<file path="src/hw/emb_map.vh">
// Constants for the external memory bus pin block
`ifndef EMB_MAP_VH
`define EMB_MAP_VH
`define EMB_IADDR_W 24
`define EMB_XADDR_W 21
`define EMB_XADDR_TOP 20
`define EMB_XSPACE_MAX 24'h1fffff
`define EMB_RESET_INT 24'hff2080
`define EMB_RESET_EXT_FETCH 24'h1f2080
`define EMB_PH_CYCLES 3'h2
`define EMB_DATA_CYCLES 3'h4
`define EMB_CNT_ONE 3'h1
`define EMB_CNT_ZERO 3'h0
`define EMB_ADDR_LO 15:0
`define EMB_ZERO5 5'h00
`define EMB_ONES8 8'hff
`define EMB_BYTE_HI 15:8
`define EMB_BYTE_LO 7:0
`define EMB_UPPER_X 20:16
`define EMB_ZERO8 8'h00
`define EMB_ZERO16 16'h0000
`define EMB_ZERO21 21'h000000
`define EMB_REGIONS 4
`define EMB_REG_SEL 20:19
`endif

</file>
<file path="src/hw/emb_region_cfg.v">
// Region decode: width and mux mode of the addressed external region
`include "emb_map.vh"
module emb_region_cfg (
   input wire [20:0] xaddr,
   input wire [3:0] region_wide,
   input wire [3:0] region_mux,
   output reg wide,
   output reg mux
);
   // Top two external address bits pick one of four regions
   always @* begin
      wide = region_wide[xaddr[`EMB_REG_SEL]];
      mux = region_mux[xaddr[`EMB_REG_SEL]];
   end
endmodule // emb_region_cfg

</file>
<file path="src/hw/emb_bus.v">
// External memory bus pin sequencer with port sharing
//
// Contract
// RQ1 - In 16-bit multiplexed mode all sixteen lines carry address first, then data.
// RQ2 - In 8-bit multiplexed mode the upper lines hold address bits 8 to 15 all cycle.
// RQ3 - In 8-bit multiplexed mode the lower lines carry address 0 to 7, then data.
// RQ4 - In 16-bit demultiplexed mode all sixteen lines carry only data.
// RQ5 - In 8-bit demultiplexed mode the lower lines carry only data.
// RQ6 - In 8-bit demultiplexed mode the upper lines show the internal bus high byte.
// RQ7 - The upper external address lines stay valid through the whole cycle.
// RQ8 - Only the low 21 bits of the 24-bit address leave the device.
// RQ9 - Addresses up to 1fffff go external, the full 24-bit space is decoded.
// RQ10 - After reset the first fetch is at ff2080 internal or 1f2080 external.
// RQ11 - The address-valid strobe goes low only for external accesses.
// RQ12 - The strobe stays low through the cycle and rises when it ends. The code raises it one clock early, for the last of the four data clocks.
// RQ13 - Outside logic may latch the address and qualify chip selects on the strobe.
// RQ14 - Shared lines fall back to ports three and four outside bus cycles.
// RQ15 - The strobe pin doubles as port five bit zero.
// RQ16 - Width and mux mode follow the addressed region, access by access.
`include "emb_map.vh"
module emb_bus (
   input wire clk,
   input wire arst_n,
   input wire boot_external,
   input wire req,
   input wire [23:0] req_addr,
   input wire req_write,
   input wire [15:0] wdata,
   input wire [15:0] internal_bus,
   input wire [3:0] region_wide,
   input wire [3:0] region_mux,
   input wire [7:0] port_three_bits,
   input wire [7:0] port_four_bits,
   input wire port_five_bit_zero,
   input wire [15:0] shared_in,
   output reg [15:0] shared_out_q,
   output reg [15:0] shared_oe_q,
   output reg [4:0] upper_external_address_q,
   output reg [20:0] external_address_pins_q,
   output reg address_valid_n_q,
   output reg busy_q,
   output reg done_q,
   output reg internal_q,
   output reg [15:0] rdata_q,
   output reg [23:0] reset_fetch_q
);
   localparam S_IDLE = 3'b001;
   localparam S_ADDR = 3'b010;
   localparam S_DATA = 3'b100;
   reg [2:0] st_q;
   reg [2:0] cnt_q;
   reg [23:0] addr_q;
   reg wr_q;
   reg [15:0] wd_q;
   reg wide_q;
   reg mux_q;
   reg [15:0] sin1_q;
   reg [15:0] sin2_q;
   reg [7:0] p3a_q, p3b_q, p4a_q, p4b_q;
   reg p5a_q, p5b_q;
   reg boot_a_q, boot_b_q, boot_seen_q;
   wire wide;
   wire mux;
   // RQ16 region lookup
   emb_region_cfg u_cfg (
      .xaddr(req_addr[`EMB_XADDR_TOP:0]),
      .region_wide(region_wide),
      .region_mux(region_mux),
      .wide(wide),
      .mux(mux)
   );
   // RQ9 external range test
   function is_ext;
      input [23:0] a;
      begin
         is_ext = (a <= `EMB_XSPACE_MAX);
      end
   endfunction
   // Pins from outside the domain pass two flops
   always @(posedge clk or negedge arst_n) begin
      if (!arst_n) begin
         sin1_q <= `EMB_ZERO16;
         sin2_q <= `EMB_ZERO16;
         p3a_q <= `EMB_ZERO8;
         p3b_q <= `EMB_ZERO8;
         p4a_q <= `EMB_ZERO8;
         p4b_q <= `EMB_ZERO8;
         p5a_q <= 1'b1;
         p5b_q <= 1'b1;
      end else begin
         sin1_q <= shared_in;
         sin2_q <= sin1_q;
         p3a_q <= port_three_bits;
         p3b_q <= p3a_q;
         p4a_q <= port_four_bits;
         p4b_q <= p4a_q;
         p5a_q <= port_five_bit_zero;
         p5b_q <= p5a_q;
      end
   end
   // Strap sync runs through reset so its level is settled at release
   always @(posedge clk) begin
      boot_a_q <= boot_external;
      boot_b_q <= boot_a_q;
   end
   // RQ10 boot strap caught once after release
   always @(posedge clk or negedge arst_n) begin
      if (!arst_n) begin
         boot_seen_q <= 1'b0;
         reset_fetch_q <= `EMB_RESET_INT;
      end else if (!boot_seen_q) begin
         boot_seen_q <= 1'b1;
         reset_fetch_q <= boot_b_q ? `EMB_RESET_EXT_FETCH : `EMB_RESET_INT;
      end
   end
   // Bus sequencer; two address clocks, four data clocks
   always @(posedge clk or negedge arst_n) begin
      if (!arst_n) begin
         st_q <= S_IDLE;
         cnt_q <= `EMB_CNT_ZERO;
         addr_q <= `EMB_RESET_INT;
         wr_q <= 1'b0;
         wd_q <= `EMB_ZERO16;
         wide_q <= 1'b0;
         mux_q <= 1'b0;
         busy_q <= 1'b0;
         done_q <= 1'b0;
         internal_q <= 1'b0;
         rdata_q <= `EMB_ZERO16;
      end else begin
         done_q <= 1'b0;
         internal_q <= 1'b0;
         case (st_q)
            S_IDLE: begin
               // RQ11 internal access, no strobe
               if (req && !is_ext(req_addr)) begin
                  internal_q <= 1'b1;
               end else if (req) begin
                  addr_q <= req_addr;
                  wr_q <= req_write;
                  wd_q <= wdata;
                  wide_q <= wide;
                  mux_q <= mux;
                  busy_q <= 1'b1;
                  cnt_q <= `EMB_PH_CYCLES;
                  st_q <= S_ADDR;
               end
            end
            S_ADDR: begin
               if (cnt_q == `EMB_CNT_ONE) begin
                  // Data phase long enough for read data to clear the pin sync
                  cnt_q <= `EMB_DATA_CYCLES;
                  st_q <= S_DATA;
               end else begin
                  cnt_q <= cnt_q - `EMB_CNT_ONE;
               end
            end
            S_DATA: begin
               if (cnt_q == `EMB_CNT_ONE) begin
                  // Sync output now holds the lines of the first data clock
                  if (wide_q) begin
                     rdata_q <= sin2_q;
                  end else begin
                     rdata_q <= {`EMB_ZERO8, sin2_q[`EMB_BYTE_LO]};
                  end
                  busy_q <= 1'b0;
                  done_q <= 1'b1;
                  cnt_q <= `EMB_CNT_ZERO;
                  st_q <= S_IDLE;
               end else begin
                  cnt_q <= cnt_q - `EMB_CNT_ONE;
               end
            end
            default: begin
               st_q <= S_IDLE;
            end
         endcase
      end
   end
   // Pin drive, registered so outputs come straight from flops
   always @(posedge clk or negedge arst_n) begin
      if (!arst_n) begin
         shared_out_q <= `EMB_ZERO16;
         shared_oe_q <= `EMB_ZERO16;
         upper_external_address_q <= `EMB_ZERO5;
         external_address_pins_q <= `EMB_ZERO21;
         address_valid_n_q <= 1'b1;
      end else if (st_q == S_IDLE) begin
         // RQ14 ports own the shared lines between cycles
         shared_out_q <= {p4b_q, p3b_q};
         shared_oe_q <= {16{1'b1}};
         // RQ15 strobe pin works as port five bit zero
         address_valid_n_q <= p5b_q;
         // Hold last address so latches see no glitch
         external_address_pins_q <= external_address_pins_q;
      end else begin
         // RQ12 strobe low through the address clocks and first three data clocks, high again for the last data clock
         address_valid_n_q <= (st_q == S_DATA) && (cnt_q == `EMB_CNT_ONE);
         // RQ7 RQ8 low 21 bits held all cycle
         external_address_pins_q <= addr_q[`EMB_XADDR_TOP:0];
         upper_external_address_q <= addr_q[`EMB_UPPER_X];
         if (st_q == S_ADDR && mux_q) begin
            // RQ1 RQ3 address phase on shared lines
            shared_out_q <= addr_q[`EMB_ADDR_LO];
            shared_oe_q <= {16{1'b1}};
         end else begin
            // RQ4 RQ5 data; reads release the data lanes
            shared_out_q[`EMB_BYTE_LO] <= wd_q[`EMB_BYTE_LO];
            shared_oe_q[`EMB_BYTE_LO] <= {8{wr_q}};
            if (wide_q) begin
               shared_out_q[`EMB_BYTE_HI] <= wd_q[`EMB_BYTE_HI];
               shared_oe_q[`EMB_BYTE_HI] <= {8{wr_q}};
            end else if (mux_q) begin
               // RQ2 upper address byte held
               shared_out_q[`EMB_BYTE_HI] <= addr_q[`EMB_BYTE_HI];
               shared_oe_q[`EMB_BYTE_HI] <= `EMB_ONES8;
            end else begin
               // RQ6 internal bus high byte shown
               shared_out_q[`EMB_BYTE_HI] <= internal_bus[`EMB_BYTE_HI];
               shared_oe_q[`EMB_BYTE_HI] <= `EMB_ONES8;
            end
         end
      end
   end
endmodule // emb_bus

</file>
<file path="config.mk">
export PLATFORM = sky130hd
export DESIGN_NAME = emb_bus
export DESIGN_NICKNAME = d
export VERILOG_FILES = /design/src/hw/emb_region_cfg.v /design/src/hw/emb_bus.v
export VERILOG_INCLUDE_DIRS = /design/src /design/src/hw
export SDC_FILE = /design/constraint.sdc
export NUM_CORES = 1
export LEC_CHECK = 0
export BUFFER_PORTS_ARGS = -buffer_cell sky130_fd_sc_hd__buf_2
export CAP_MARGIN = 20
export CORE_MARGIN = 2
export CORE_UTILIZATION = 46
export DETAILED_ROUTE_END_ITERATION = 10
export PLACE_DENSITY = 0.76
export SLEW_MARGIN = 20
export SYNTH_ARGS = -nofsm -noshare
export SYNTH_HDL_FRONTEND = slang
export SYNTH_HIERARCHICAL = 1
export SYNTH_SLANG_ARGS = --single-unit
export TNS_END_PERCENT = 20
</file>
<file path="constraint.sdc">
create_clock -name clk -period 1.7 [get_ports clk]
set_input_delay 0.425 -clock clk [delete_from_list [all_inputs] [get_ports clk]]
set_output_delay 0.425 -clock clk [all_outputs]
set_load 0.02 [all_outputs]
</file>
==> metrics.txt, run 1 <==
status finished clean; Die Height 123.6 µm; worst path bufs/invs 2; combinational share of power 15.0%; RSZ-0062 raised after global routing false; biggest cell delay along the critical path 0.46 ns; Min-Delay Path Class in2reg; synthesized instance count 498; largest cells by area after synthesis dfrtp_1 61%, mux2_4 8.4%, nand2_1 6.6%, dfstp_2 4.8%, buf_4 4.8%; clock skew 0.009028 ns; post-synth cell types 42; endpoint with the worst hold slack p5a_q; r2r endpoint rdata_q[10]; Die ar. 0.01527 mm²; EDFF count, synth 0; Global Route Usage Sum 18.07%; 1st-pass router iterations 4; Syn Area/Cell 13.21 µm²; switch share 25.91%; Placer Congestion 0.8225; first-pass GRT wire length 20320 µm; delay-heaviest family, CP simple AND/OR/NAND/NOR gates; WP data required 2.01 ns; Critical Path Most Common Cell nand2_1; Flop pwr share 46.4%; warnings from Yosys 6; CTS sink count 175; vias after detailed routing 4066; DRC 0; CTS H-tree lvls 4; post-CTS repair timing setup buffer count 0; Arr. time, crit path 1.95 ns; dpl hpwl 9405 µm; # setup viols final 0; Mapped Area 0.006578 mm²; asr flop ratio synth 98.86%; clock-pin slew on the worst setup and hold paths 0.06 ns; ANT nets after route 0; crit path max fanout 17; drt wl/cell 15.67 µm; crit path launch type flop; CTS root buf clkbuf_16; number of CTS-inserted buffers 17; nets 771; #FFs+latches synth 175; Worst IR Drop VDD 0.0007950 V; Synth top cells by count 161 x dfrtp_1, 116 x nand2_1, 42 x buf_4, 37 x mux2_4, 17 x nor2_1; clk_lat worst skew 0.42 ns; Crit-path slowest cell or3_4; R2R setup slack 0.07 ns; Main synth FF type dfrtp_1; Switching Power 2.797 mW; kind of critical path reg2reg; Max Freq 612.0 MHz; Clock Power Share 38.6%; DR iter-0 viols 186; IO Count 204; Pwr Density 1314 mW/mm²; Tcrit/Tclk final 96.11%; Tmin final 1.634 ns; fillers 1084; Max Cap Violations 0; row count 43; Seq/Total Area, Yosys 66.65%; CP endpoint kind flop; via/cell ratio 4.722; fin. max-slew vios 0; r2r worst-path depth 7; RR Startpoint cnt_q[1]; Post-Route Utilization 58.97%; CTS tree built; die width 123.6 µm; hold path depth 1; largest net degree at the start of global routing 51; most frequent cell after synthesis dfrtp_1; GRT Residual Overflow 0; share of the synthesized area in the top cell type 61.25%; Fin Hold WS 0.09949 ns; static leakage 4.248 nW; clock buffer depth 2; cell accounting for the most synthesized area dfrtp_1; worst path cell trace inv_2 -> ha_2 -> nand2b_1 -> or3_4 -> buf_12 -> nand2_1 -> nand2_1; hold path start port_five_bit_zero; vias in the first global route 4054; Post-Route WL 13490 µm; core box area 0.01393 mm²; IO buf count 174; Critical path origin cnt_q[1]; initial antenna violation count 2; Initial Util 47.20%; fraction of layout cells with a size suffix above 1 42.06%; final hold vios 0; P_int 7.998 mW; area grow syn2layout 24.92%
-- per-layer routing --
layer | GRT usage [%] | share of wire, %
met1 | 22.14 | 42
met2 | 29.74 | 50
met3 | 5.632 | 6.6
met4 | 7.599 | 1.7
met5 | 0 | 0.12
-- logic make-up (layout without fill, tap and decap cells) --
family | count (synthesis) | count (layout) | share of synthesized area [%]
simple gates | 156 | 156 | 9.797
flops | 175 | 175 | 66.65
fa+ha+maj | 2 | 2 | 0.3804
compound gates | 43 | 43 | 4.509
mux | 50 | 50 | 10.98
other cells | 2 | 23 | 0.1142
buf+inv | 70 | 232 | 7.571
-- stage by stage --
step / cell area, µm² / std cells / setup slack [ns] / total power [mW] / TNS, ns
2_1_floorplan: 6653 / 518 / -0.1732 / 6.118 / -6.512
3_3_place_gp: 7493 / 826 / -0.3693 / 6.638 / -14.29
3_5_place_dp: 7493 / 826 / -0.3922 / 6.715 / -15.22
4_1_cts: 8159 / 859 / 0.02208 / 10.91 / 0
5_1_grt: 8214 / 860 / 0.0008225 / 11.26 / 0
6_report: 8217 / 861 / 0.06607 / 10.79 / 0
-- cells in the final DEF, fill, tap and decap left out, types with 2 or more instances in the layout --
| master | instances |
|---|---|
| a21oi_1 | 6 |
| a221o_1 | 7 |
| a22oi_1 | 7 |
| buf_12 | 6 |
| buf_2 | 173 |
| buf_4 | 9 |
| buf_6 | 3 |
| bufinv_16 | 4 |
| clkbuf_16 | 18 |
| clkbuf_8 | 3 |
| clkinv_4 | 2 |
| clkinvlp_4 | 4 |
| conb_1 | 22 |
| dfrtp_1 | 161 |
| dfstp_2 | 12 |
| dfxtp_1 | 2 |
| inv_1 | 5 |
| mux2_2 | 3 |
| mux2_4 | 37 |
| mux2i_1 | 8 |
| mux4_1 | 2 |
| nand2_1 | 116 |
| nand2b_1 | 3 |
| nand3_1 | 8 |
| nor2_1 | 17 |
| nor3_1 | 2 |
| o21a_1 | 3 |
| o21ai_0 | 14 |
| or2_2 | 2 |
-- how the worst max path moves through the flow --
stage / slack, ns / end / cells past startpoint
floorplan: -0.17 / addr_q[0] / 5
global placement: -0.37 / wd_q[9] / 5
detailed placement: -0.39 / wd_q[12] / 5
CTS: 0.02 / wd_q[12] / 4
global route: 0.0008 / rdata_q[7] / 7
finish: 0.07 / rdata_q[10] / 7
-- power by group through the flow --
| stage | Clock, mW | Sequential [mW] | Combinational (mW) |
|---|---|---|---|
| 6_report | 4.16 | 5.01 | 1.62 |
| 2_1_floorplan | 0 | 5.25 | 0.868 |
| 4_1_cts | 4.25 | 5.02 | 1.64 |
| 3_3_place_gp | 0 | 5.06 | 1.58 |
| 3_5_place_dp | 0 | 5.09 | 1.63 |
| 5_1_grt | 4.41 | 5.08 | 1.77 |
-- cell type report --
cell class              count  area (µm²)  area share (%)
clock inverters            12       181.4           2.208
well taps                 180       225.2           2.741
repair buffers            193        1122           13.66
multi-input cells         273        1800           21.91
flip-flops and latches    175        4384           53.36
inverters                   7       33.78          0.4111
clock buffers              20       466.7           5.680
diodes                      1       2.502         0.03046
-- state kept, by name, indices dropped and copies added (netlist names), 2 cells and up --
name	flops
p4a_q	8
sin2_q	16
cnt_q	3
shared_out_q	16
sin1_q	16
p4b_q	8
st_q	3
p3b_q	8
rdata_q	16
addr_q	21
upper_external_address_q	5
shared_oe_q	2
wd_q	16
p3a_q	8
external_address_pins_q	16
-- what timing repair did --
item,4_1_cts,5_1_grt
endpoints found under the hold margin,23,0
endpoints found under the setup margin,15,38
gates cloned,0,1
hold buffers,1,0
resized for setup,2,10
pin swaps,0,1
No activity file was read; power rests on OpenSTA's default activity.
==> run 2, diff against run 1 <==
--- a/config.mk
+++ b/config.mk
@@ -6,6 +6,7 @@
 export SDC_FILE = /design/constraint.sdc
 export NUM_CORES = 1
 export LEC_CHECK = 0
+export ABC_AREA = 1
 export BUFFER_PORTS_ARGS = -buffer_cell sky130_fd_sc_hd__buf_2
 export CAP_MARGIN = 20
 export CORE_MARGIN = 2
==> metrics.txt, run 2 <==
status finished clean (unchanged); Min-Delay Path Class in2reg (unchanged); fin. max-slew vios 0 (unchanged); Setup TNS 0 ns (unchanged); final cell count without fillers 1032 (was 861); RR Startpoint st_q[0] (was cnt_q[1]); most common cell after layout, fill and taps aside nand2_1 (was buf_2); synthesized instance count 669 (was 498); largest family of logic cells by synthesized area simple AND/OR/NAND/NOR gates (was multiplexers); Arr. time, crit path 1.15 ns (was 1.95 ns); initial antenna violation count 1 (was 2); crit path max fanout 4 (was 17); hold path start port_five_bit_zero (unchanged); Flop pwr share 42.9% (was 46.4%); Die ar. 0.01544 mm² (was 0.01527 mm²); row count 43 (unchanged); CTS root buf clkbuf_16 (unchanged); EDFF count, synth 0 (unchanged); P_int 8.600 mW (was 7.998 mW); largest net degree at the start of global routing 48 (was 51); clock-pin slew on the worst setup and hold paths 0.06 ns (about the same); Compound-Gate Fraction of Synth Area 2.445% (was 4.508%); number of CTS-inserted buffers 17 (unchanged); dpl hpwl 10310 µm (was 9405 µm); Syn Area/Cell 9.944 µm² (was 13.21 µm²); core box area 0.01399 mm² (was 0.01393 mm²); delay-heaviest family, CP flip-flops (was simple AND/OR/NAND/NOR gates); clock skew 0.008623 ns (was 0.009028 ns); Clock Power Share 26.9% (was 38.6%); Global Route Usage Sum 19.75% (was 18.07%); warnings from Yosys 6 (unchanged); Max Freq 633.6 MHz (was 612.0 MHz); post-synthesis mux area share 0% (was 10.98%); RSZ-0062 raised after global routing false (unchanged); setup slack after layout 0.1216 ns (was 0.06607 ns); Main synth FF type dfrtp_1 (unchanged); share of the synthesized area in the top cell type 60.56% (was 61.25%); CTS tree built (unchanged); nets 942 (was 771); Tcrit/Tclk final 92.85% (was 96.11%); Tmin final 1.578 ns (was 1.634 ns); biggest cell delay along the critical path 0.56 ns (was 0.46 ns); Placer Congestion 0.8713 (was 0.8225); combinational share of power 30.2% (was 15.0%); DR iter-0 viols 268 (was 186); worst path cell trace buf_2 (was inv_2 -> ha_2 -> nand2b_1 -> or3_4 -> buf_12 -> nand2_1 -> nand2_1); die width 124.3 µm (was 123.6 µm); Final Power 13.23 mW (was 10.79 mW); final hold vios 0 (unchanged); r2r worst-path depth 6 (was 7); via/cell ratio 4.615 (was 4.722); area grow syn2layout 23.06% (was 24.92%); IO Count 204 (unchanged); switch share 34.97% (was 25.91%); Die Height 124.3 µm (was 123.6 µm); clk_lat worst skew 0.43 ns (was 0.42 ns); r2r endpoint cnt_q[1] (was rdata_q[10]); Placement Setup Slack 0.04826 ns (was -0.3922 ns); CTS H-tree lvls 4 (unchanged); post-synth cell types 28 (was 42); Worst IR Drop VDD 0.0007587 V (was 0.0007950 V); Post-Route Utilization 58.52% (was 58.97%); DRC 0 (unchanged); drt wl/cell 14.14 µm (was 15.67 µm); WP data required 1.27 ns (was 2.01 ns); fraction of layout cells with a size suffix above 1 29.73% (was 42.06%); Mapped Area 0.006653 mm² (was 0.006578 mm²); dpl cells 998 (was 826); CP endpoint kind output pin (was flop); largest cells by area after synthesis dfrtp_1 61%, nand2_1 15%, buf_4 5.1%, dfstp_2 4.7%, nand3_1 3.5% (was dfrtp_1 61%, mux2_4 8.4%, nand2_1 6.6%, dfstp_2 4.8%, buf_4 4.8%); Post-Synth Simple-Gate Area 22.08% (was 9.796%); asr flop ratio synth 98.86% (unchanged); #FFs+latches synth 175 (unchanged); # setup viols final 0 (unchanged); Pwr Density 1615 mW/mm² (was 1314 mW/mm²); first-pass GRT wire length 23780 µm (was 20320 µm); post-CTS repair timing setup buffer count 0 (unchanged); vias after detailed routing 4763 (was 4066); clock buffer depth 2 (unchanged); R2R setup slack 0.13 ns (was 0.07 ns); Fin Hold WS 0.09209 ns (was 0.09949 ns); Post-Route WL 14590 µm (was 13490 µm); GRT Residual Overflow 0 (unchanged); Initial Util 47.56% (was 47.20%); Seq/Total Area, Yosys 65.90% (was 66.65%); ANT nets after route 0 (unchanged); IO buf count 174 (unchanged); cell accounting for the most synthesized area dfrtp_1 (unchanged); Largest Register addr_q (unchanged); Max Cap Violations 0 (unchanged); Area after DPL 0.007632 mm² (was 0.007493 mm²); Synth top cells by count 273 x nand2_1, 161 x dfrtp_1, 47 x nand3_1, 45 x buf_4, 33 x inv_1 (was 161 x dfrtp_1, 116 x nand2_1, 42 x buf_4, 37 x mux2_4, 17 x nor2_1); endpoint with the worst hold slack p5a_q (unchanged); Design Area, Final 0.008187 mm² (was 0.008217 mm²); vias in the first global route 4721 (was 4054); Post-Synth XOR/XNOR Area 0.1317% (was 0%); Crit-path slowest cell dfstp_2 (was or3_4); most frequent cells in the layout 273 x nand2_1, 173 x buf_2, 161 x dfrtp_1, 47 x nand3_1, 33 x inv_1 (was 173 x buf_2, 161 x dfrtp_1, 116 x nand2_1, 37 x mux2_4, 22 x conb_1); max reg flops 21 (unchanged); worst path bufs/invs 1 (was 2); CTS sink count 175 (unchanged); Switching Power 4.625 mW (was 2.797 mW); kind of critical path reg2out (was reg2reg); crit path launch type flop (unchanged); Post-Synth Adder-Cell Area 0.3762% (was 0.3804%); hold path depth 1 (unchanged); static leakage 4.442 nW (was 4.248 nW); 1st-pass router iterations 5 (was 4); most frequent cell after synthesis nand2_1 (was dfrtp_1)
-- run 2: cell type report --
cell class	count	area, µm²
clock inverters	10	95.09
clock buffers	22	444.2
flip-flops and latches	175	4384
diodes	1	2.502
fillers	1203	5802
inverters	38	147.6
multi-input cells	409	1748
well taps	180	225.2
repair buffers	197	1140
-- run 2: cell families after synthesis --
family,Yosys count
adder cells (fa/ha/maj),2
other,2
AO/OA/AOI/OAI,32
flip-flops,175
XOR/XNOR,1
AND/OR/NAND/NOR,352
buffers and inverters,105
-- run 2: what timing repair did --
item / CTS / global route
endpoints found under the hold margin: 35 / 0
setup endpoints to repair: 0 / 3
gates resized for setup: 0 / 2
hold buffers: 1 / 0
-- run 2: power by group through the flow --
stage	Sequential (mW)	Combinational (mW)	Clock (mW)
6_report	5.68	3.99	3.56
3_3_place_gp	5.72	3.91	0
5_1_grt	5.80	4.42	3.81
4_1_cts	5.69	4.02	3.64
2_1_floorplan	6.19	2.27	0
3_5_place_dp	5.74	3.99	0
-- run 2: worst max path at each step --
stage | from | end | slack, ns | depth (start not counted)
CTS | st_q[0] | addr_q[1] | 0.09 | 5
global placement | req_addr[22] | addr_q[1] | 0.11 | 7
finish | reset_fetch_q[22] | reset_fetch_q[21] | 0.12 | 1
detailed placement | req_addr[22] | addr_q[1] | 0.05 | 7
global route | st_q[0] | mux_q | 0.02 | 5
floorplan | cnt_q[1] | rdata_q[15] | 0.37 | 8
-- run 2: routing by layer --
| layer | track usage, % | routed length, µm | vias up |
|---|---|---|---|
| li1 | - | - | 2344 |
| met1 | 25.08 | 6199 | 2204 |
| met2 | 31.69 | 7087 | 184 |
| met3 | 4.854 | 821 | 31 |
| met4 | 9.980 | 485 | 0 |
| met5 | 0 | 0 | - |
==> run 3, diff against run 2 <==
--- a/config.mk
+++ b/config.mk
@@ -10,9 +10,8 @@
 export BUFFER_PORTS_ARGS = -buffer_cell sky130_fd_sc_hd__buf_2
 export CAP_MARGIN = 20
 export CORE_MARGIN = 2
-export CORE_UTILIZATION = 46
+export CORE_UTILIZATION = 40
 export DETAILED_ROUTE_END_ITERATION = 10
-export PLACE_DENSITY = 0.76
 export SLEW_MARGIN = 20
 export SYNTH_ARGS = -nofsm -noshare
 export SYNTH_HDL_FRONTEND = slang
==> constraint.sdc (replaced) <==
create_clock -name clk -period 2 [get_ports clk]
set_input_delay 0.5 -clock clk [delete_from_list [all_inputs] [get_ports clk]]
set_output_delay 0.5 -clock clk [all_outputs]
set_load 0.02 [all_outputs]
==> metrics.txt, run 3 (synthesized netlist as in run 2, its figures left out) <==
ANT nets after route 0 (unchanged); Post-Route WL 14060 µm (was 14590 µm); Rel. slew slack 66.21%; IO Count 204 (unchanged); Worst IR Drop VDD 0.0006641 V (was 0.0007587 V); DRC 0 (unchanged); crit path launch type flop (unchanged); CTS tree built (unchanged); clock skew 0.007447 ns (was 0.008623 ns); 1st-pass router iterations 6 (was 5); Setup TNS 0 ns (unchanged); post-CTS repair timing setup buffer count 0 (unchanged); switch share 35.10% (was 34.97%); status finished clean (unchanged); biggest cell delay along the critical path 0.55 ns (was 0.56 ns); Arr. time, crit path 1.12 ns (was 1.15 ns); core box area 0.01641 mm² (was 0.01399 mm²); area grow syn2layout 23.43% (was 23.06%); number of stages on the worst setup path 1 (unchanged); dpl cells 1033 (was 998); Ant. Diodes 0 (was 1); first-pass GRT wire length 23080 µm (was 23780 µm); CTS root buf clkbuf_16 (unchanged); post-CTS sizing 0 (unchanged); most common cell after layout, fill and taps aside nand2_1 (unchanged); WP data required 1.50 ns (was 1.27 ns); via/cell ratio 4.356 (was 4.615); Worst Tran Pin Value 0.5069 ns; vias in the first global route 4544 (was 4721); Switching Power 3.997 mW (was 4.625 mW); Max Freq 615.6 MHz; row count 47 (was 43); hold_buf cts 0 (was 1); Initial Util 40.55% (was 47.56%); Global Route Usage Sum 16.86% (was 19.75%); largest net degree at the start of global routing 57 (was 48); Tmin final 1.624 ns; Crit-path slowest cell dfstp_2 (unchanged); r2r worst-path depth 6 (unchanged); final hold vios 0 (unchanged); GRT Residual Overflow 0 (unchanged); combinational share of power 28.7% (was 30.2%); most frequent cells in the layout 273 x nand2_1, 173 x buf_2, 161 x dfrtp_1, 47 x nand3_1, 33 x inv_1 (unchanged); Tcrit/Tclk final 81.22%; Placer Congestion 0.7820 (was 0.8713); worst path cell trace buf_2 (unchanged); Die ar. 0.01768 mm² (was 0.01544 mm²); RSZ-0062 raised after global routing false (unchanged); nets 936 (was 942); drt wl/cell 13.20 µm (was 14.14 µm); delay-heaviest family, CP flip-flops (unchanged); DR iter-0 viols 184 (was 268); fraction of layout cells with a size suffix above 1 29.82% (was 29.73%); IO buf count 174 (unchanged); max reg flops 21 (unchanged); die width 133.0 µm (was 124.3 µm); crit path max fanout 4 (unchanged); Post-Route Utilization 50.05% (was 58.52%); Pwr Density 1387 mW/mm² (was 1615 mW/mm²); clock buffer depth 2 (unchanged); Die Height 133.0 µm (was 124.3 µm); Clock Power Share 29.0% (was 26.9%); fillers 1543 (was 1203); number of CTS-inserted buffers 17 (unchanged); CTS sink count 175 (unchanged); Flop pwr share 42.3% (was 42.9%); dpl hpwl 9842 µm (was 10310 µm); static leakage 4.431 nW (was 4.442 nW); # setup viols final 0 (unchanged); Largest Register addr_q (unchanged); clk_lat worst skew 0.42 ns (was 0.43 ns); Min-Delay Path Class in2async (was in2reg); fin. max-slew vios 0 (unchanged); CP endpoint kind output pin (unchanged); worst path bufs/invs 1 (unchanged); kind of critical path reg2out (unchanged); vias after detailed routing 4639 (was 4763); clock-pin slew on the worst setup and hold paths 0.07 ns (was 0.06 ns); final cell count without fillers 1065 (was 1032); CTS H-tree lvls 4 (unchanged); Max Cap Violations 0 (unchanged); P_int 7.393 mW (was 8.600 mW); initial antenna violation count 1 (unchanged)
run 3: changes by cell type in the layout (fill, tap and decap cells not counted), sizes merged:
cell	before	now
bufinv	1	2
diode	1	0
dlygate4sd3	1	0
clkbuf	22	19
inv	39	42
buf	196	190
run 3: metal layers:
layer / GRT usage (%) / up-vias / wire, µm
met5: 0 / - / 15
met4: 4.839 / 2 / 158
met3: 6.245 / 16 / 1051
met2: 26.40 / 143 / 6518
met1: 22.12 / 2151 / 6313
li1: - / 2327 / -
run 3: final timing paths:
| path | slack, ns | to | start |
|---|---|---|---|
| min in group clk | 0.18 | p4a_q[4] | port_four_bits[4] |
| worst min-delay path | 0.06 | upper_external_address_q[3] | arst_n |
| worst max register to register | 0.46 | cnt_q[1] | st_q[0] |
| max in group asynchronous | 1.32 | addr_q[16] | arst_n |
| worst min register to register | 0.33 | boot_b_q | boot_a_q |
| worst max-delay path | 0.38 | reset_fetch_q[22] | reset_fetch_q[22] |
run 3: area by class of cell:
| cell class | count | area (µm²) | area share [%] |
|---|---|---|---|
| Clock buffer | 18 | 429.2 | 5.226 |
| Clock inverter | 14 | 160.2 | 1.950 |
| Timing Repair Buffer | 191 | 1070 | 13.03 |
| Tap cell | 220 | 275.3 | 3.352 |
| Sequential cell | 175 | 4384 | 53.39 |
| Inverter | 38 | 145.1 | 1.767 |
| Multi-Input combinational cell | 409 | 1748 | 21.29 |
run 3: per-stage QoR:
stage	total power [mW]	setup WS, ns	area (µm²)	hold WS [ns]
final	11.39	0.3756	8212	0.05903
after global routing	12.13	0.3215	8212	0.08166
after CTS	11.55	0.3471	8212	0.06582
after detailed placement	8.213	0.2919	7622	0.3121
after global placement	8.164	0.2910	7622	0.3118
after floorplan	7.187	0.6663	6728	0.2044
run 3: power by group through the flow:
stage               clock [mW]  combinational (mW)  sequential (mW)
finish                    3.30                3.27             4.82
global route              3.54                3.67             4.92
CTS                       3.39                3.33             4.83
detailed placement           0                3.33             4.89
global placement             0                3.29             4.87
floorplan                    0                1.93             5.26
